--- src/shared/afsc_defs.svh ---
`ifndef AFSC_DEFS_SVH
`define AFSC_DEFS_SVH

// Register index of setup 0; byte address is four times the index
`define AFSC_IDX_FILT0    6'h28
// Number of setups, one filter configuration word each
`define AFSC_NUM_SETUP    8
// Reset value of every filter configuration word
`define AFSC_CFG_RST      16'h0000
// Reserved bits 14:12 and 7 in normal mode
`define AFSC_RSVD_MASK    16'h7080

// Field positions
`define AFSC_B_DIRECT     15
`define AFSC_B_PFEN       11
`define AFSC_PF_HI        10
`define AFSC_PF_LO        8
`define AFSC_FT_HI        6
`define AFSC_FT_LO        5
`define AFSC_RT_HI        4
`define AFSC_RT_LO        0
`define AFSC_DEC_HI       14

// Direct mode decimation multiplier is 32, applied as a shift
`define AFSC_DECIM_SHIFT  5
// Filter type code of sinc5 plus sinc1
`define AFSC_FT_SINC5     2'h0
// Highest documented rate code
`define AFSC_RATE_MAX     5'h17

// Post filter select codes
`define AFSC_PF_2727      3'h2
`define AFSC_PF_2500      3'h3
`define AFSC_PF_2000      3'h5
`define AFSC_PF_1667      3'h6
// Post filter rates in hundredths of a sample per second
`define AFSC_PF_2727_CSPS 22'haa7
`define AFSC_PF_2500_CSPS 22'h9c4
`define AFSC_PF_2000_CSPS 22'h7d0
`define AFSC_PF_1667_CSPS 22'h683
// Post filter rejection in dB
`define AFSC_PF_2727_DB   7'h2f
`define AFSC_PF_2500_DB   7'h3e
`define AFSC_PF_2000_DB   7'h56
`define AFSC_PF_1667_DB   7'h5c
// Post filter settling times in microseconds (36.67, 40, 50, 60 ms)
`define AFSC_PF_2727_US   32'h8f3e
`define AFSC_PF_2500_US   32'h9c40
`define AFSC_PF_2000_US   32'hc350
`define AFSC_PF_1667_US   32'hea60
// Bus clock in MHz
`define AFSC_CLK_MHZ      32'h28

`endif

--- src/shared/afsc_pkg.sv ---
`default_nettype none
package afsc_pkg;
  // One filter configuration word
  typedef logic [15:0] afsc_cfg_t;
  // Rate in hundredths of a sample per second
  typedef logic [21:0] afsc_rate_t;
  // Settling tracker states
  typedef enum logic [0:0] {
    AFSC_ST_IDLE,
    AFSC_ST_SETTLE
  } afsc_settle_e;
endpackage
`default_nettype wire

--- src/afsc_filter_cfg.sv ---
// The APB interface to the registers was decided locally.
`timescale 1ns/1ps
`default_nettype none
`include "afsc_defs.svh"
module afsc_filter_cfg
  import afsc_pkg::*;
#(
  parameter int unsigned APB_AW      = 8,                              // APB address width
  parameter int unsigned SET_2727_CYC = `AFSC_PF_2727_US * `AFSC_CLK_MHZ, // Settling, 27.27 SPS
  parameter int unsigned SET_2500_CYC = `AFSC_PF_2500_US * `AFSC_CLK_MHZ, // Settling, 25 SPS
  parameter int unsigned SET_2000_CYC = `AFSC_PF_2000_US * `AFSC_CLK_MHZ, // Settling, 20 SPS
  parameter int unsigned SET_1667_CYC = `AFSC_PF_1667_US * `AFSC_CLK_MHZ  // Settling, 16.67 SPS
) (
  input  wire logic              pclk,                // Bus clock, 40 MHz
  input  wire logic              presetn,             // Async reset, active low
  input  wire logic              psel,                // APB select
  input  wire logic              penable,             // APB access phase
  input  wire logic              pwrite,              // APB write
  input  wire logic [APB_AW-1:0] paddr,               // APB byte address
  input  wire logic [31:0]       pwdata,              // APB write data
  input  wire logic [3:0]        pstrb,               // APB byte strobes
  output logic      [31:0]       prdata,              // APB read data
  output logic                   pready,              // APB ready
  output logic                   pslverr,             // APB error, unmapped
  input  wire logic [2:0]        active_setup,        // Setup in use by datapath
  input  wire logic              mod_tick,            // One pulse per modulator sample
  output logic                   conv_restart,        // Abort and restart pulse
  output logic      [2:0]        restart_setup,       // Setup that was written
  output logic                   direct_mode,         // Direct decimation mode
  output logic      [1:0]        filter_type_select,  // Filter type
  output logic      [4:0]        output_rate_code,    // Rate code
  output logic      [2:0]        post_filter_select,  // Post filter code
  output logic                   post_filter_active,  // Post filter in effect
  output logic      [19:0]       decim_ratio,         // Direct decimation, 32N
  output afsc_rate_t             rate_centi_sps,      // Rate, hundredths of SPS
  output logic                   rate_code_valid,     // Rate known from table
  output logic      [6:0]        post_reject_db,      // Post filter rejection
  output logic                   settle_busy,         // Post filter settling
  output logic                   sample_tick          // Direct mode sample pulse
);

  // Address hits one of the configuration words
  function automatic logic cfg_hit(input logic [APB_AW-1:0] a);
    logic [APB_AW-3:0] idx;
    idx     = a[APB_AW-1:2];
    cfg_hit = (a[1:0] == 2'h0) &&
              (idx[APB_AW-3:3] == (APB_AW-5)'(`AFSC_IDX_FILT0 >> 3));
  endfunction

  // Setup number from the address
  function automatic logic [2:0] cfg_slot(input logic [APB_AW-1:0] a);
    cfg_slot = a[4:2];
  endfunction

  // Merge write data by strobes; reserved bits clear outside direct mode
  function automatic afsc_cfg_t cfg_merge(input afsc_cfg_t old, input logic [31:0] w,
                                          input logic [3:0] s);
    afsc_cfg_t v;
    v = old;
    if (s[0]) begin
      v[7:0] = w[7:0];
    end
    if (s[1]) begin
      v[15:8] = w[15:8];
    end
    if (!v[`AFSC_B_DIRECT]) begin
      v = v & ~`AFSC_RSVD_MASK;
    end
    cfg_merge = v;
  endfunction

  // Settling cycles of a post filter code
  function automatic logic [21:0] pf_settle(input logic [2:0] c);
    case (c)
      `AFSC_PF_2727: pf_settle = 22'(SET_2727_CYC);
      `AFSC_PF_2500: pf_settle = 22'(SET_2500_CYC);
      `AFSC_PF_2000: pf_settle = 22'(SET_2000_CYC);
      `AFSC_PF_1667: pf_settle = 22'(SET_1667_CYC);
      default:       pf_settle = 22'h000000;
    endcase
  endfunction

  afsc_cfg_t    cfg_ff [`AFSC_NUM_SETUP];  // Configuration words
  logic [31:0]  prdata_ff;                 // Read data
  logic         restart_ff;                // Restart pulse
  logic [2:0]   restart_setup_ff;          // Written setup
  logic         direct_ff;                 // Registered decode
  logic [1:0]   ftype_ff;
  logic [4:0]   rcode_ff;
  logic [2:0]   pfsel_ff;
  logic         pfact_ff;
  logic [19:0]  decim_ff;
  afsc_rate_t   rate_ff;
  logic         rvalid_ff;
  logic [6:0]   pfdb_ff;
  afsc_settle_e state_ff;                  // Settling tracker
  logic [21:0]  settle_cnt_ff;             // Settling cycles left
  logic [19:0]  gap_ff;                    // Modulator samples counted
  logic         tick_ff;                   // Sample pulse
  logic         wr_take;                   // Write accepted
  logic         rd_setup;                  // Read setup phase
  afsc_cfg_t    cur;                       // Word of the active setup
  logic         nxt_direct;
  logic [1:0]   nxt_ftype;
  logic         nxt_pfact;
  logic [19:0]  nxt_decim;
  afsc_rate_t   nxt_rate;
  logic         nxt_rvalid;
  logic [6:0]   nxt_pfdb;
  afsc_rate_t   lut_rate;                  // Table rate
  logic         lut_valid;                 // Table hit

  // Zero wait state slave; error on unmapped address
  assign pready  = 1'b1;
  assign pslverr = psel & penable & ~cfg_hit(paddr);
  assign wr_take = psel & penable & pwrite & cfg_hit(paddr);
  assign rd_setup = psel & ~penable & ~pwrite;

  // Configuration words, all eight alike
  always_ff @(posedge pclk or negedge presetn) begin
    if (!presetn) begin
      for (int i = 0; i < `AFSC_NUM_SETUP; i++) begin
        cfg_ff[i] <= `AFSC_CFG_RST;
      end
    end else if (wr_take) begin
      cfg_ff[cfg_slot(paddr)] <= cfg_merge(cfg_ff[cfg_slot(paddr)], pwdata, pstrb);
    end
  end

  // Read data captured in the setup phase, upper half zero
  always_ff @(posedge pclk or negedge presetn) begin
    if (!presetn) begin
      prdata_ff <= 32'h00000000;
    end else if (rd_setup) begin
      if (cfg_hit(paddr)) begin
        prdata_ff <= {16'h0000, cfg_ff[cfg_slot(paddr)]};
      end else begin
        prdata_ff <= 32'h00000000;  // Unmapped reads zero
      end
    end
  end
  assign prdata = prdata_ff;

  // Any accepted write restarts the conversion sequence
  always_ff @(posedge pclk or negedge presetn) begin
    if (!presetn) begin
      restart_ff       <= 1'b0;
      restart_setup_ff <= 3'h0;
    end else begin
      restart_ff <= wr_take;
      if (wr_take) begin
        restart_setup_ff <= cfg_slot(paddr);
      end
    end
  end
  assign conv_restart  = restart_ff;
  assign restart_setup = restart_setup_ff;

  // Rate lookup for the active setup
  afsc_rate_lut u_lut (
    .rate_code  (cur[`AFSC_RT_HI:`AFSC_RT_LO]),
    .sinc3      (cur[`AFSC_FT_HI:`AFSC_FT_LO] != `AFSC_FT_SINC5),
    .rate_csps  (lut_rate),
    .rate_valid (lut_valid)
  );

  // Decode of the active setup
  always_comb begin
    cur        = cfg_ff[active_setup];
    nxt_direct = cur[`AFSC_B_DIRECT];
    nxt_ftype  = cur[`AFSC_FT_HI:`AFSC_FT_LO];
    nxt_decim  = 20'h00000;
    nxt_pfact  = 1'b0;
    nxt_rate   = lut_rate;
    nxt_rvalid = lut_valid;
    nxt_pfdb   = 7'h00;
    if (nxt_direct) begin
      // Other options ignored; ratio is 32 times bits 14:0
      nxt_ftype  = 2'h0;
      nxt_rate   = 22'h000000;
      nxt_rvalid = 1'b0;
      nxt_decim  = {cur[`AFSC_DEC_HI:0], 5'h00};
    end else if (cur[`AFSC_B_PFEN] && nxt_ftype == `AFSC_FT_SINC5) begin
      // Post filter overrides the table rate
      nxt_pfact = 1'b1;
      case (cur[`AFSC_PF_HI:`AFSC_PF_LO])
        `AFSC_PF_2727: begin
          nxt_rate = `AFSC_PF_2727_CSPS;
          nxt_pfdb = `AFSC_PF_2727_DB;
        end
        `AFSC_PF_2500: begin
          nxt_rate = `AFSC_PF_2500_CSPS;
          nxt_pfdb = `AFSC_PF_2500_DB;
        end
        `AFSC_PF_2000: begin
          nxt_rate = `AFSC_PF_2000_CSPS;
          nxt_pfdb = `AFSC_PF_2000_DB;
        end
        `AFSC_PF_1667: begin
          nxt_rate = `AFSC_PF_1667_CSPS;
          nxt_pfdb = `AFSC_PF_1667_DB;
        end
        default: begin
          // Undocumented code: post filter stays off
          nxt_pfact = 1'b0;
        end
      endcase
    end
  end

  // Registered decode outputs
  always_ff @(posedge pclk or negedge presetn) begin
    if (!presetn) begin
      direct_ff <= 1'b0;
      ftype_ff  <= 2'h0;
      rcode_ff  <= 5'h00;
      pfsel_ff  <= 3'h0;
      pfact_ff  <= 1'b0;
      decim_ff  <= 20'h00000;
      rate_ff   <= 22'h000000;
      rvalid_ff <= 1'b0;
      pfdb_ff   <= 7'h00;
    end else begin
      direct_ff <= nxt_direct;
      ftype_ff  <= nxt_ftype;
      rcode_ff  <= cur[`AFSC_RT_HI:`AFSC_RT_LO];
      pfsel_ff  <= cur[`AFSC_PF_HI:`AFSC_PF_LO];
      pfact_ff  <= nxt_pfact;
      decim_ff  <= nxt_decim;
      rate_ff   <= nxt_rate;
      rvalid_ff <= nxt_rvalid;
      pfdb_ff   <= nxt_pfdb;
    end
  end
  assign direct_mode        = direct_ff;
  assign filter_type_select = ftype_ff;
  assign output_rate_code   = rcode_ff;
  assign post_filter_select = pfsel_ff;
  assign post_filter_active = pfact_ff;
  assign decim_ratio        = decim_ff;
  assign rate_centi_sps     = rate_ff;
  assign rate_code_valid    = rvalid_ff;
  assign post_reject_db     = pfdb_ff;

  // Settling tracker, started by a restart with the post filter on
  always_ff @(posedge pclk or negedge presetn) begin
    if (!presetn) begin
      state_ff      <= AFSC_ST_IDLE;
      settle_cnt_ff <= 22'h000000;
    end else begin
      case (state_ff)
        AFSC_ST_IDLE: begin
          if (restart_ff && nxt_pfact) begin
            state_ff      <= AFSC_ST_SETTLE;
            settle_cnt_ff <= pf_settle(cur[`AFSC_PF_HI:`AFSC_PF_LO]);
          end
        end
        AFSC_ST_SETTLE: begin
          if (restart_ff) begin
            // New write starts the wait over, or ends it
            state_ff      <= nxt_pfact ? AFSC_ST_SETTLE : AFSC_ST_IDLE;
            settle_cnt_ff <= pf_settle(cur[`AFSC_PF_HI:`AFSC_PF_LO]);
          end else if (settle_cnt_ff <= 22'h000001) begin
            state_ff      <= AFSC_ST_IDLE;
            settle_cnt_ff <= 22'h000000;
          end else begin
            settle_cnt_ff <= settle_cnt_ff - 22'h000001;
          end
        end
        default: begin
          state_ff <= AFSC_ST_IDLE;
        end
      endcase
    end
  end
  assign settle_busy = (state_ff == AFSC_ST_SETTLE);

  // Direct mode sample pulse every 32N modulator samples
  always_ff @(posedge pclk or negedge presetn) begin
    if (!presetn) begin
      gap_ff  <= 20'h00000;
      tick_ff <= 1'b0;
    end else begin
      tick_ff <= 1'b0;
      if (restart_ff || !direct_ff || decim_ff == 20'h00000) begin
        gap_ff <= 20'h00000;
      end else if (mod_tick) begin
        if (gap_ff == decim_ff - 20'h00001) begin
          gap_ff  <= 20'h00000;
          tick_ff <= 1'b1;
        end else begin
          gap_ff <= gap_ff + 20'h00001;
        end
      end
    end
  end
  assign sample_tick = tick_ff;
endmodule
`default_nettype wire

--- src/afsc_rate_lut.sv ---
`timescale 1ns/1ps
`default_nettype none
module afsc_rate_lut
  import afsc_pkg::*;
(
  input  wire logic [4:0] rate_code,  // Output rate code
  input  wire logic       sinc3,      // Sinc3 filter selected
  output afsc_rate_t      rate_csps,  // Rate, hundredths of SPS
  output logic            rate_valid  // Code is in the table
);
  // Code to rate table; sinc3 differs on a few codes
  always_comb begin
    rate_valid = 1'b1;
    case (rate_code)
      5'h00, 5'h01, 5'h02, 5'h03, 5'h04, 5'h05: rate_csps = 22'h2faf08;
      5'h06: rate_csps = 22'h112a88;
      5'h07: rate_csps = 22'h11bd04;
      5'h08: rate_csps = 22'h0fe524;
      5'h09: rate_csps = 22'h07f260;
      5'h0a: rate_csps = sinc3 ? 22'h03f930 : 22'h03f674;
      5'h0b: rate_csps = sinc3 ? 22'h0189c0 : 22'h01895c;
      5'h0c: rate_csps = sinc3 ? 22'h00c4e0 : 22'h00c4cc;
      5'h0d: rate_csps = sinc3 ? 22'h009c7c : 22'h0094d4;
      5'h0e: rate_csps = 22'h004e3e;
      5'h0f: rate_csps = 22'h002742;
      5'h10: rate_csps = sinc3 ? 22'h00176e : 22'h001740;
      5'h11: rate_csps = sinc3 ? 22'h001388 : 22'h001368;
      5'h12: rate_csps = 22'h0007d1;
      5'h13: rate_csps = sinc3 ? 22'h000683 : 22'h00067f;
      5'h14: rate_csps = 22'h0003e8;
      5'h15: rate_csps = 22'h0001f4;
      5'h16: rate_csps = 22'h0000fa;
      5'h17: rate_csps = 22'h00007d;
      default: begin
        // Undocumented code: no rate
        rate_csps  = 22'h000000;
        rate_valid = 1'b0;
      end
    endcase
  end
endmodule
`default_nettype wire

--- config.mk ---
export PLATFORM = sky130hd
export DESIGN_NAME = afsc_filter_cfg
export DESIGN_NICKNAME = d
export VERILOG_FILES = /design/src/shared/afsc_pkg.sv /design/src/afsc_filter_cfg.sv /design/src/afsc_rate_lut.sv
export VERILOG_INCLUDE_DIRS = /design/src /design/src/shared
export SDC_FILE = /design/constraint.sdc
export NUM_CORES = 1
export LEC_CHECK = 0
export BUFFER_PORTS_ARGS = -buffer_cell sky130_fd_sc_hd__buf_2
export CAP_MARGIN = 20
export CELL_PAD_IN_SITES_DETAIL_PLACEMENT = 1
export CELL_PAD_IN_SITES_GLOBAL_PLACEMENT = 1
export CORE_MARGIN = 2
export CORE_UTILIZATION = 51
export DETAILED_ROUTE_END_ITERATION = 7
export HOLD_SLACK_MARGIN = 0.08
export PLACE_DENSITY = 0.84
export SLEW_MARGIN = 20
export SYNTH_ARGS = -nofsm -noshare
export SYNTH_HDL_FRONTEND = slang
export SYNTH_HIERARCHICAL = 1
export SYNTH_SLANG_ARGS = --single-unit
--- constraint.sdc ---
create_clock -name pclk -period 5.8 [get_ports pclk]
set_input_delay 0.29 -clock pclk [delete_from_list [all_inputs] [get_ports pclk]]
set_output_delay 0.29 -clock pclk [all_outputs]
set_load 0.02 [all_outputs]
# After elaboration in Yosys (flattened, before gate mapping)
# Cells that the tools add are included.
word_totals:
  word_cells: 141
  regBits: 270
  input_bits: 53
  output_inout_bits: 102
classes:
  muxes: 52
  add_sub_neg: 3
  reduce_logical: 16
  order_cmp: 4
  eq_ne: 30
  bitwise_logic: 12
ops:
  columns: ["operator", "count"]
  rows:
  - ["case mux 22 bit (19 select lines)", 1]
  - ["case mux 22 bit (4 select lines)", 2]
  - ["bitwise mux 128 bit", 1]
  - ["two-way mux 16 bit", 8]
  - ["two-way mux 22 bit", 5]
  - ["binary-select mux 16 bit (select 3 bit)", 2]
  - ["two-way mux 20 bit", 4]
  - ["demux 16 bit (select 3 bit)", 1]
  - ["two-way mux 8 bit", 6]
  - ["case mux 22 bit (2 select lines)", 1]
  - ["equality test 5 x 4 -> 1 bit, second input constant", 8]
  - ["equality test 5 bit, second input constant", 8]
  - ["case mux 7 bit (4 select lines)", 1]
  - ["two-way mux 12 bit", 2]
  - ["OR reduction 24 bit", 1]
  - ["<= comparator 22 x 1 -> 1 bit, second input constant", 1]
  - ["subtractor 22 x 1 -> 22 bit, second input constant", 1]
  - ["adder 20 x 1 -> 20 bit, second input constant", 1]
  - ["equality test 20 bit", 1]
  - ["equality test 5 x 3 -> 1 bit, second input constant", 4]
  - ["logical NOT 20 bit", 1]
  - ["subtractor 20 x 1 -> 20 bit, second input constant", 1]
  - ["two-way mux 7 bit", 2]
  - ["two-way mux 1 bit", 12]
  - ["21 further kinds", 42]

# Depth between registers and ports, before layout
# Gate-level depths: netlist of the first run.
depth:
  word_depth: 12
  depth_mapped: 15
  depth_no_buf: 10

# Hierarchy
# Netlist of the first run, hierarchy kept.
by_module_without_submodules:
  columns: ["mod", "cells_each", "seq_area_each_um2", "area_per_inst_um2", "instances"]
  rows:
  - ["afsc_filter_cfg", 1060, 6206.0, 12761.0, 1]
  - ["afsc_rate_lut", 115, 0.0, 660.6, 1]

# Worst setup path before layout of the first run
# OpenSTA, ideal clock, no wires.
synth_timing:
  kind: "input-to-reg"
  startpoint: "in active_setup[0]"
  endpoint: "reg rate_ff[10], in the netlist rate_centi_sps[10]"
  setup_ns: 0.094
  slack_ns: 2.442
  cell_stages: 11
  t_required_ns: 5.706
  t_arrival_ns: 3.264
  cell_sequence: "buf_6 > buf_12 > buf_4 > buf_1 > mux4_2 > mux2_2 > buf_2 > or2_4 > a222oi_1 > o22ai_1 > a211oi_1"
synth_between:
  elab_chain_len: 10
  elab_cells_between_ends: 41
synth_lines:
  columns: ["item", "line", "source"]
  rows:
  - ["start, declared", "afsc_filter_cfg.sv:25", "input wire logic [2:0] active_setup,"]
  - ["NOT 3 -> 4 bit (implied by the code) (*)", "afsc_filter_cfg.sv:169", "cur = cfg_ff[active_setup];"]
  - ["binary-select mux 16 bit (select 3 bit) (*)", "afsc_filter_cfg.sv:169", null]
  - ["two-way mux 16 bit (implied by the code) (*) (2 in series)", "afsc_filter_cfg.sv:169", null]
  - ["named net cur[3]", "afsc_filter_cfg.sv:102", "afsc_cfg_t cur;"]
  - ["equality test 5 x 1 -> 1 bit (tied with other cells)", "afsc_rate_lut.sv:14", "case (rate_code)"]
  - ["OR reduction 6 bit", null, null]
  - ["case mux 22 bit (19 select lines) (*)", "afsc_rate_lut.sv:14", null]
  - ["named net lut_rate[10]", "afsc_filter_cfg.sv:110", "afsc_rate_t lut_rate;"]
  - ["case mux 22 bit (4 select lines)", "afsc_filter_cfg.sv:186", "case (cur[`AFSC_PF_HI:`AFSC_PF_LO])"]
  - ["two-way mux 22 bit (*)", "afsc_filter_cfg.sv:183", "end else if (cur[`AFSC_B_PFEN] && nxt_ftype == `AFSC_FT_SINC5) begin"]
  - ["two-way mux 22 bit (*)", "afsc_filter_cfg.sv:177", "if (nxt_direct) begin"]
  - ["named net nxt_rate[10]", "afsc_filter_cfg.sv:107", "afsc_rate_t nxt_rate;"]
  - ["end signal, assigned", "afsc_filter_cfg.sv:230", "rate_ff <= nxt_rate;"]
  - ["end, declared", "afsc_filter_cfg.sv:93", "afsc_rate_t rate_ff;"]
# Mark *: on every way through the listed nets, which the timed path passes. The rest lies on a longest branch. The select of a mux whose other input is x is not followed.
# A chain may end at the register's enable or synchronous reset.

# Worst setup path in the final report of the first run
layout_timing:
  startpoint: "in active_setup[0]"
  endpoint: "reg rate_ff[10], in the netlist rate_centi_sps[10]"
layout_between:
  elab_chain_len: 10
  elab_cells_between_ends: 41
layout_lines:
  columns: ["item", "line"]
  rows:
  - ["NOT 3 -> 4 bit (implied by the code) (*)", "afsc_filter_cfg.sv:169"]
  - ["binary-select mux 16 bit (select 3 bit) (*)", "afsc_filter_cfg.sv:169"]
  - ["two-way mux 16 bit (implied by the code) (*) (2 in series)", "afsc_filter_cfg.sv:169"]
  - ["equality test 5 x 1 -> 1 bit (tied with other cells)", "afsc_rate_lut.sv:14"]
  - ["OR reduction 6 bit / two-way mux 12 bit (equally long branches)", null]
  - ["case mux 22 bit (19 select lines) (*)", "afsc_rate_lut.sv:14"]
  - ["named net lut_rate[10]", "afsc_filter_cfg.sv:110"]
  - ["case mux 22 bit (4 select lines)", "afsc_filter_cfg.sv:186"]
  - ["two-way mux 22 bit (*)", "afsc_filter_cfg.sv:183"]
  - ["two-way mux 22 bit (*)", "afsc_filter_cfg.sv:177"]
  - ["named net nxt_rate[10]", "afsc_filter_cfg.sv:107"]
# Marks and branches as above.

==> flow_metrics.env, run 1 <==
export IMPL_status="finished clean"
export IMPL_tritoncts="yes"
export IMPL_area_delta_synth_final_pct=11.7
export IMPL_grt_pass1_wl_um=63300
export IMPL_worst_path_buf_inv=2
export IMPL_max_freq_ghz=0.289
export IMPL_worstReg2RegEnd="gap_ff[8]"
export IMPL_power_density_nw_per_um2=249
export IMPL_gp_congestion=0.881
export IMPL_finalSetupViolations=0
export IMPL_port_buffers=114
export IMPL_clock_path_buffers=3
export IMPL_path_clk_slew_ps=60
export IMPL_power_leakage_nw=7.09
export IMPL_ys_seq_area_frac=0.462
export IMPL_crit_start="active_setup[0]"
export IMPL_relSlewSlack=0.268
export IMPL_synth_distinct_cells=80
export IMPL_cp_max_fo=22
export IMPL_drive_above_1_share=0.315
export IMPL_yosysMostFrequentCell="dfrtp_1"
export IMPL_fin_nets=1309
export IMPL_p_sw_mw=0.882
export IMPL_clockPowerShare=0.463
export IMPL_cts_buffers=27
export IMPL_holdPathStages=3
export IMPL_clk_insertion_delay_late_ps=540
export IMPL_synthFlopType="dfrtp_1"
export IMPL_dr_pass1_iters=4
export IMPL_wl_um=40100
export IMPL_rr_startpoint="decim_ratio[5]"
export IMPL_critPathMaxStageDelay_ps=620
export IMPL_synth_edf_count=0
export IMPL_rows=59
export IMPL_yosys_warnings=6
export IMPL_core_area_um2=26000
export IMPL_fin_setup_tns_ps=0
export IMPL_crit_required_ps=6230
export IMPL_min_delay_start="pwdata[1]"
export IMPL_internal_power_mw=2.85
export IMPL_fp_dieW_um=166
export IMPL_hold_path_class="input pin to flop"
export IMPL_skew_ps=10.0
export IMPL_worstSetupPathDepth=10
export IMPL_async_reset_ff_frac=1.00
export IMPL_ys_seq_elements=248
export IMPL_timing_critical_path_mode_cell="o22ai_1"
export IMPL_drv_cap=0
export IMPL_drt_antenna_violating_nets=0
export IMPL_maxSlewViolCount=0
export IMPL_avgViaCountPerCell=6.32
export IMPL_cp_arrival_ps=3890
export IMPL_path_class="input pin to flop"
export IMPL_post_cts_resized=0
export IMPL_grt_ovfl_total=0
export IMPL_avgSynthCellArea_um2=11.4
export IMPL_synth_cells=1175
export IMPL_sw_frac_of_total=0.236
export IMPL_ios=155
export IMPL_diodes=0
export IMPL_dieArea_um2=27600
export IMPL_synth_xor_area_frac=0.0248
export IMPL_synth_compound_area_frac=0.0879
export IMPL_worst_setup_path_start_kind="input pin"
export IMPL_muxShareOfSynthArea=0.252
export IMPL_initialDrtViolationCount=862
export IMPL_drt_wirelength_per_cell_um=25.0
export IMPL_synth_top_area_share=0.462
export IMPL_cts_max_level=1
export IMPL_yosys_area_share_simple=0.121
export IMPL_fin_util=0.577
export IMPL_pwr_share_seq=0.472
export IMPL_cp_end_kind="flop"
export IMPL_synth_top_area_cell="dfrtp_1"
export IMPL_slowest_stage="buf_2"
export IMPL_fin_crit_ps=3460
export IMPL_cts_setup_buffers=0
export IMPL_grt_pass1_vias=10907
export IMPL_irDropWorstVdd_v=0.000253
export IMPL_path_delay_family="compound AO/OA/AOI/OAI gates"
export IMPL_ys_top_cells_by_count="dfrtp_1 (248), mux2_2 (150), nor2_1 (97)"
export IMPL_die_height_um=166
export IMPL_vias=10148
export IMPL_synth_top_family_by_area="multiplexers"
export IMPL_syn_area_um2=13400
export IMPL_crit_chain="buf_2 -> buf_4 -> mux4_2 -> or3b_1 -> and2_1 -> nand2_1 -> o22ai_1 -> a222oi_1 -> o22ai_1 -> a211oi_1"
export IMPL_root_buffer="clkbuf_16"
export IMPL_yosys_top_cells_area="dfrtp_1 (46%), mux2_2 (13%), mux4_2 (9.7%)"
export IMPL_reg2reg_depth=10
export IMPL_grt_antenna_before_repair=0
export IMPL_reg2reg_setup_slack_ps=2430
export IMPL_finalHoldViolCount=0
export IMPL_start_util=0.517
export IMPL_comb_power_share=0.066
export IMPL_period_share=0.596
export IMPL_grt_max_degree=137
export IMPL_rsz0062_at_grt="no"
export IMPL_drc=0
export IMPL_numClockSinks=248
export IMPL_max_slew_worst_pin_slew_ps=1100
export IMPL_grt_total_usage=0.290
export IMPL_synthAdderAreaFrac=0.00373
export IMPL_holdPathEnd="cfg_ff[81]"
export IMPL_dp_final_hpwl_um=26000
[worst max-delay path by stage]
| stage | slack, ps | end |
|---|---|---|
| global placement | 1990 | rate_centi_sps[4] |
| finish | 2340 | rate_centi_sps[10] |
| CTS | 2350 | rate_centi_sps[4] |
| detailed placement | 1800 | rate_centi_sps[4] |
| global route | 2150 | gap_ff[8] |
| floorplan | 2440 | rate_centi_sps[10] |
[per-stage QoR]
stage / total power [mW] / setup slack [ps] / instance area (um^2) / std cells / hold slack, ps
after floorplan: 1.94 / 2440 / 13500 / 1195 / -5.59
after global placement: 2.02 / 1990 / 14000 / 1554 / 408
after detailed placement: 2.03 / 1800 / 14100 / 1556 / 417
after CTS: 3.76 / 2350 / 15000 / 1606 / 222
after global routing: 3.84 / 2150 / 15000 / 1606 / 262
final: 3.73 / 2340 / 15000 / 1606 / 237
[placed cells by master (no fill, tap or decap), drive strengths merged, types with 6 or more instances in the layout]
master,instances
nor2,98
inv,27
a31oi,12
xor2,21
buf,125
nand3b,6
xnor2,17
nand2b,10
dfrtp,248
mux2,150
nor4,9
nand4,10
and2,20
o21a,6
clkbuf,44
a21oi,61
mux4,65
conb,22
o21ai,64
nor3,19
mux2i,20
nand3,28
nand2,92
[power by group through the flow]
stage / Sequential, mW / Combinational, mW / Clock [mW]
2_1_floorplan: 1.80 / 0.142 / 0
3_3_place_gp: 1.79 / 0.234 / 0
3_5_place_dp: 1.79 / 0.242 / 0
4_1_cts: 1.76 / 0.246 / 1.75
5_1_grt: 1.76 / 0.263 / 1.81
6_report: 1.76 / 0.245 / 1.72
[tightest hold or removal path, stage by stage]
cell and delay, ps:
buf_2 80, mux2_2 220, mux2_2 160
[registers in the layout, indices dropped and copies added, names as in the netlist]
signal	count
settle_cnt_ff	22
restart_setup	3
sample_tick	1
conv_restart	1
filter_type_select	2
rate_code_valid	1
decim_ratio	15
output_rate_code	5
gap_ff	20
prdata	16
settle_busy	1
post_filter_select	3
cfg_ff	128
rate_centi_sps	22
direct_mode	1
post_reject_db	7
[kinds of logic (layout without fill, tap and decap cells)]
family / Yosys count / count (layout)
other: 2 / 22
flip-flops: 248 / 248
XOR/XNOR: 38 / 38
adder cells (fa/ha/maj): 4 / 4
multiplexers: 235 / 235
buffers and inverters: 126 / 202
AO/OA/AOI/OAI: 193 / 193
AND/OR/NAND/NOR: 329 / 329
[routing by layer]
layer / track usage / routed length [um] / up-vias
met3: 0.0369 / 2200 / 99
met2: 0.507 / 20600 / 371
li1: - / - / 4372
met4: 0.107 / 1400 / 0
met5: 0 / 0 / -
met1: 0.372 / 15900 / 5306
[area by class of cell]
| cell class | count | area (um^2) |
|---|---|---|
| Tap cell | 335 | 419 |
| Multi-Input combinational cell | 821 | 6670 |
| Timing Repair Buffer | 127 | 707 |
| Clock inverter | 4 | 45.0 |
| Inverter | 27 | 101 |
| Clock buffer | 44 | 840 |
| Sequential cell | 248 | 6210 |
| Fill cell | 2731 | 11000 |
[timing repair]
action	4_1_cts	5_1_grt
endpoints found under the setup margin	0	0
hold endpoints to repair	114	0
hold buffers	2	0
(Power assumes the default switching activity.)
==> inputs of run 2 (changes only) <==
--- a/config.mk
+++ b/config.mk
@@ -11,10 +11,10 @@
 export CELL_PAD_IN_SITES_DETAIL_PLACEMENT = 1
 export CELL_PAD_IN_SITES_GLOBAL_PLACEMENT = 1
 export CORE_MARGIN = 2
-export CORE_UTILIZATION = 51
+export CORE_UTILIZATION = 47
 export DETAILED_ROUTE_END_ITERATION = 7
 export HOLD_SLACK_MARGIN = 0.08
-export PLACE_DENSITY = 0.84
+export PLACE_DENSITY = 0.78
 export SLEW_MARGIN = 20
 export SYNTH_ARGS = -nofsm -noshare
 export SYNTH_HDL_FRONTEND = slang
==> constraint.sdc (replaced) <==
create_clock -name pclk -period 3.6 [get_ports pclk]
set_input_delay 0.18 -clock pclk [delete_from_list [all_inputs] [get_ports pclk]]
set_output_delay 0.18 -clock pclk [all_outputs]
set_load 0.02 [all_outputs]
==> flow_metrics.env, run 2 (synthesis results as in run 1) <==
export IMPL_slowest_stage="or4b_1"
export IMPL_period_share=0.899
export IMPL_fin_crit_ps=3240
export IMPL_fin_ws_ps=364
export IMPL_rr_startpoint="decim_ratio[5]"
export IMPL_drv_cap=0
export IMPL_multi_input_area_um2=6650
export IMPL_irDropWorstVdd_v=0.000318
export IMPL_avgViaCountPerCell=5.95
export IMPL_post_cts_resized=0
export IMPL_reg2reg_setup_slack_ps=360
export IMPL_area_delta_synth_final_pct=13.6
export IMPL_core_area_um2=27900
export IMPL_fin_setup_tns_ps=0
export IMPL_numClockSinks=248
export IMPL_max_slew_worst_pin_slew_ps=1020
export IMPL_instances_no_fill=1684
export IMPL_rsz0062_at_grt="no"
export IMPL_internal_power_mw=4.50
export IMPL_finalSetupViolations=0
export IMPL_crit_required_ps=3990
export IMPL_drc=0
export IMPL_gp_congestion=0.858
export IMPL_drt_wirelength_per_cell_um=23.8
export IMPL_clock_path_buffers=3
export IMPL_root_buffer="clkbuf_16"
export IMPL_grt_ovfl_total=0
export IMPL_cts_max_level=1
export IMPL_dp_final_hpwl_um=27800
export IMPL_power_leakage_nw=7.23
export IMPL_path_class="flop to flop"
export IMPL_grt_pass1_vias=10997
export IMPL_crit_chain="inv_1 -> ha_1 -> or4b_1 -> nor3_1 -> xnor2_1 -> nor4_1 -> nand3_1 -> nor3_2 -> a21o_1 -> o21ai_0"
export IMPL_comb_power_share=0.069
export IMPL_largest_reg_flops=128
export IMPL_path_delay_family="simple AND/OR/NAND/NOR gates"
export IMPL_holdPathEnd="cfg_ff[116]"
export IMPL_holdPathStages=3
export IMPL_tritoncts="yes"
export IMPL_port_buffers=114
export IMPL_place_ws_ps=284
export IMPL_cp_arrival_ps=3630
export IMPL_drive_above_1_share=0.331
export IMPL_grt_max_degree=112
export IMPL_grt_pass1_wl_um=64200
export IMPL_wl_um=40200
export IMPL_status="finished clean"
export IMPL_total_power_mw=5.96
export IMPL_dieArea_um2=29900
export IMPL_regArea_um2=6210
export IMPL_ios=155
export IMPL_cts_buffers=27
export IMPL_dr_pass1_iters=5
export IMPL_initialDrtViolationCount=704
export IMPL_min_delay_start="pwdata[4]"
export IMPL_grt_antenna_before_repair=0
export IMPL_place_inst=1633
export IMPL_clockPowerShare=0.456
export IMPL_fp_dieW_um=173
export IMPL_start_util=0.480
export IMPL_sw_frac_of_total=0.245
export IMPL_worst_setup_path_start_kind="flop"
export IMPL_cp_end_kind="flop"
export IMPL_die_height_um=173
export IMPL_hold_path_class="input pin to flop"
export IMPL_critPathMaxStageDelay_ps=560
export IMPL_worstReg2RegEnd="gap_ff[8]"
export IMPL_fillers=3032
export IMPL_relSlewSlack=0.319
export IMPL_finalHoldViolCount=0
export IMPL_power_density_nw_per_um2=391
export IMPL_regMostFlops="cfg_ff"
export IMPL_p_sw_mw=1.46
export IMPL_diodes=0
export IMPL_cp_max_fo=13
export IMPL_pwr_share_seq=0.476
export IMPL_grt_total_usage=0.270
export IMPL_cts_setup_buffers=0
export IMPL_rows=61
export IMPL_reg2reg_depth=10
export IMPL_drt_antenna_violating_nets=0
export IMPL_layout_common_cells="dfrtp_1 (248), mux2_2 (150), buf_2 (113)"
export IMPL_clk_insertion_delay_late_ps=550
export IMPL_max_freq_ghz=0.309
export IMPL_skew_ps=18.8
export IMPL_path_clk_slew_ps=60
export IMPL_vias=10013
export IMPL_worst_path_buf_inv=1
export IMPL_mostFrequentLayoutCell="dfrtp_1"
export IMPL_fin_nets=1343
export IMPL_ctsHoldBuffers=2
export IMPL_worstSetupPathDepth=10
export IMPL_maxSlewViolCount=0
==> run 2: changes by cell type in the layout (fill, tap and decap cells not counted), moves of 2 or more <==
cell,change
nand3_1,+2
buf_4,+36
clkbuf_8,-2
inv_6,+2
nand3_2,-2
clkinvlp_4,+3
==> run 2: worst max path at each step <==
stage / slack [ps] / from / endpoint
after floorplan: 350 / active_setup[0] / rate_centi_sps[10]
after global placement: 390 / active_setup[0] / rate_centi_sps[4]
after detailed placement: 280 / active_setup[0] / settle_cnt_ff[15]
after CTS: 350 / decim_ratio[5] / gap_ff[8]
after global routing: 90 / decim_ratio[5] / gap_ff[8]
final: 360 / decim_ratio[5] / gap_ff[8]
==> run 2: power by group through the flow <==
stage	Clock, mW	Combinational, mW	Sequential (mW)
after floorplan	0	0.229	2.90
after global placement	0	0.394	2.88
after detailed placement	0	0.407	2.88
after CTS	2.76	0.413	2.83
after global routing	2.88	0.442	2.84
final	2.71	0.409	2.83
==> run 2: final cells by class <==
| class | instances | area share |
|---|---|---|
| clock buffers | 41 | 0.0530 |
| clock inverters | 8 | 0.00361 |
| inverters | 27 | 0.00665 |
| multi-input cells | 821 | 0.436 |
| flip-flops and latches | 248 | 0.407 |
| well taps | 378 | 0.0310 |
| repair buffers | 161 | 0.0624 |
==> run 2: routing by layer <==
metal  track usage  up-vias  share of wire
met2         0.485      281           0.52
met4        0.0773        0          0.024
li1              -     4447              -
met3        0.0343       67          0.044
met1         0.343     5218           0.41
met5             0        -              0
==> run 2: per-stage QoR <==
stage | instance area (um^2) | utilization | hold slack [ps]
5_1_grt | 15200 | 0.546 | 157
2_1_floorplan | 13500 | - | -116
3_5_place_dp | 14400 | 0.514 | 327
4_1_cts | 15200 | 0.546 | 126
6_report | 15200 | 0.546 | 148
3_3_place_gp | 14400 | 0.514 | 320
==> run 2: worst min-delay path, delay by kind of cell <==
kind	cells	cell delay (ps)
buffers and inverters	1	80
muxes	2	400
==> inputs of run 3 (changes only) <==
--- a/config.mk
+++ b/config.mk
@@ -6,12 +6,13 @@
 export SDC_FILE = /design/constraint.sdc
 export NUM_CORES = 1
 export LEC_CHECK = 0
+export ABC_AREA = 1
 export BUFFER_PORTS_ARGS = -buffer_cell sky130_fd_sc_hd__buf_2
 export CAP_MARGIN = 20
 export CELL_PAD_IN_SITES_DETAIL_PLACEMENT = 1
 export CELL_PAD_IN_SITES_GLOBAL_PLACEMENT = 1
 export CORE_MARGIN = 2
-export CORE_UTILIZATION = 47
+export CORE_UTILIZATION = 43
 export DETAILED_ROUTE_END_ITERATION = 7
 export HOLD_SLACK_MARGIN = 0.08
 export PLACE_DENSITY = 0.78
==> flow_metrics.env, run 3 <==
export IMPL_total_power_mw=7.92
export IMPL_cp_arrival_ps=3150
export IMPL_layout_common_cells="nand2_1 (502), o21ai_0 (304), dfrtp_1 (248)"
export IMPL_path_delay_family="simple AND/OR/NAND/NOR gates"
export IMPL_tritoncts="yes"
export IMPL_syn_area_um2=13900
export IMPL_postLayoutCellArea_um2=15800
export IMPL_async_reset_ff_frac=1.00
export IMPL_vias=13528
export IMPL_cts_buffers=30
export IMPL_yosys_top_cells_area="dfrtp_1 (44%), nand2_1 (14%), o21ai_0 (11%)"
export IMPL_max_slew_worst_pin_slew_ps=1090
export IMPL_initialDrtViolationCount=866
export IMPL_crit_required_ps=4100
export IMPL_hold_path_class="input pin to flop"
export IMPL_place_ws_ps=652
export IMPL_grt_total_usage=0.276
export IMPL_drive_above_1_share=0.110
export IMPL_dieArea_um2=33900
export IMPL_timing_critical_path_mode_cell="nand2_1"
export IMPL_post_cts_resized=0
export IMPL_fin_setup_tns_ps=0
export IMPL_max_freq_ghz=0.378
export IMPL_crit_chain="o21ai_0 -> o21ai_0 -> nand2_1 -> nand2_1 -> inv_1 -> nor2_1 -> nand3_1 -> nand2_1 -> nor2_1 -> nand4_1 -> nand3_1 -> nand2_1"
export IMPL_ios=155
export IMPL_fin_ws_ps=956
export IMPL_synthFlopType="dfrtp_1"
export IMPL_drv_cap=0
export IMPL_gp_congestion=0.861
export IMPL_power_leakage_nw=8.05
export IMPL_path_class="flop to flop"
export IMPL_skew_ps=14.7
export IMPL_period_share=0.734
export IMPL_diodes=0
export IMPL_yosys_warnings=6
export IMPL_largest_reg_flops=128
export IMPL_finalHoldViolCount=0
export IMPL_grt_pass1_wl_um=74000
export IMPL_ys_seq_area_frac=0.445
export IMPL_cp_max_fo=7
export IMPL_dr_pass1_iters=5
export IMPL_rows=65
export IMPL_clock_path_buffers=3
export IMPL_avgSynthCellArea_um2=7.19
export IMPL_path_clk_slew_ps=60
export IMPL_synth_cells=1941
export IMPL_avgViaCountPerCell=5.53
export IMPL_synth_distinct_cells=43
export IMPL_fin_crit_ps=2640
export IMPL_cts_setup_buffers=0
export IMPL_synth_top_area_share=0.445
export IMPL_cp_end_kind="flop"
export IMPL_critPathMaxStageDelay_ps=480
export IMPL_fp_dieW_um=184
export IMPL_regArea_um2=6210
export IMPL_cts_max_level=1
export IMPL_power_density_nw_per_um2=502
export IMPL_dp_final_hpwl_um=31700
export IMPL_area_delta_synth_final_pct=13.0
export IMPL_port_buffers=114
export IMPL_worst_setup_path_start_kind="flop"
export IMPL_numClockSinks=248
export IMPL_ys_top_cells_by_count="nand2_1 (502), o21ai_0 (304), dfrtp_1 (248)"
export IMPL_synth_edf_count=0
export IMPL_irDropWorstVdd_v=0.000453
export IMPL_rsz0062_at_grt="no"
export IMPL_root_buffer="clkbuf_16"
export IMPL_yosysMostFrequentCell="nand2_1"
export IMPL_grt_pass1_vias=13716
export IMPL_grt_ovfl_total=0
export IMPL_multi_input_area_um2=6560
export IMPL_grt_max_degree=90
export IMPL_slowest_stage="o21ai_0"
export IMPL_wl_um=45900
export IMPL_placed_area_um2=14800
export IMPL_core_area_um2=31700
export IMPL_mostFrequentLayoutCell="nand2_1"
export IMPL_drt_wirelength_per_cell_um=18.7
export IMPL_status="finished clean"
export IMPL_fin_nets=2083
export IMPL_drt_antenna_violating_nets=0
export IMPL_grt_antenna_before_repair=0
export IMPL_drc=0
export IMPL_synth_top_area_cell="dfrtp_1"
export IMPL_maxSlewViolCount=0
export IMPL_ys_seq_elements=248
export IMPL_relSlewSlack=0.271
export IMPL_die_height_um=184
export IMPL_finalSetupViolations=0
export IMPL_start_util=0.440
export IMPL_clk_insertion_delay_late_ps=570
export IMPL_regMostFlops="cfg_ff"
export IMPL_fin_util=0.497
export IMPL_fillers=4090
export IMPL_worst_path_buf_inv=1
[run 3: power breakdown]
part	internal [mW]	total, mW	switching (mW)
clock network	1.67	2.88	1.21
logic	0.582	1.85	1.27
registers	2.99	3.18	0.193
total	5.25	7.92	2.67
[run 3: kinds of logic after synthesis]
family                   Yosys count  share of synthesized area
adder cells (fa/ha/maj)            4                    0.00359
AO/OA/AOI/OAI                    431                      0.162
buffers and inverters            295                     0.0902
flip-flops                       248                      0.445
other                              2                   0.000538
XOR/XNOR                          40                     0.0251
AND/OR/NAND/NOR                  921                      0.274
[run 3: repair_timing]
item	CTS	global route
endpoints found under the setup margin	0	0
hold endpoints to repair	90	0
hold buffers	4	0
[run 3: final cells by class]
cell class / instances / area share
multi-input combinational: 1418 / 0.416
sequential: 248 / 0.394
clock buffer: 42 / 0.0530
inverter: 178 / 0.0424
clock inverter: 8 / 0.00540
timing repair buffer: 150 / 0.0578
tap: 402 / 0.0319
[run 3: worst paths after layout]
path	start	endpoint	slack, ps	cells after the start
worst max register to register	cfg_ff[17]	rate_centi_sps[10]	960	12
worst min-delay path	pwdata[15]	cfg_ff[31]	120	3
worst max-delay path	cfg_ff[17]	rate_centi_sps[10]	960	12
min in group asynchronous	presetn	gap_ff[3]	190	2
worst min register to register	cfg_ff[121]	cfg_ff[121]	480	2
max in group asynchronous	presetn	cfg_ff[121]	2420	3
[run 3: tightest hold or removal path: cells and delay by family]
kind | cells | cell delay (ps)
compound gates | 2 | 360
buf+inv | 1 | 100
[run 3: metrics by stage]
step,std cells,hold WS [ps]
2_1_floorplan,1961,-116
3_3_place_gp,2392,217
3_5_place_dp,2392,224
4_1_cts,2446,91.9
5_1_grt,2446,134
6_report,2446,119
[run 3: routing by layer]
| metal | global-route usage | wire (um) | vias to the layer above |
|---|---|---|---|
| met5 | 0 | 0 | - |
| met4 | 0.0813 | 1380 | 0 |
| met3 | 0.0362 | 2130 | 85 |
| met2 | 0.470 | 21700 | 329 |
| met1 | 0.368 | 20600 | 6682 |
| li1 | - | - | 6432 |
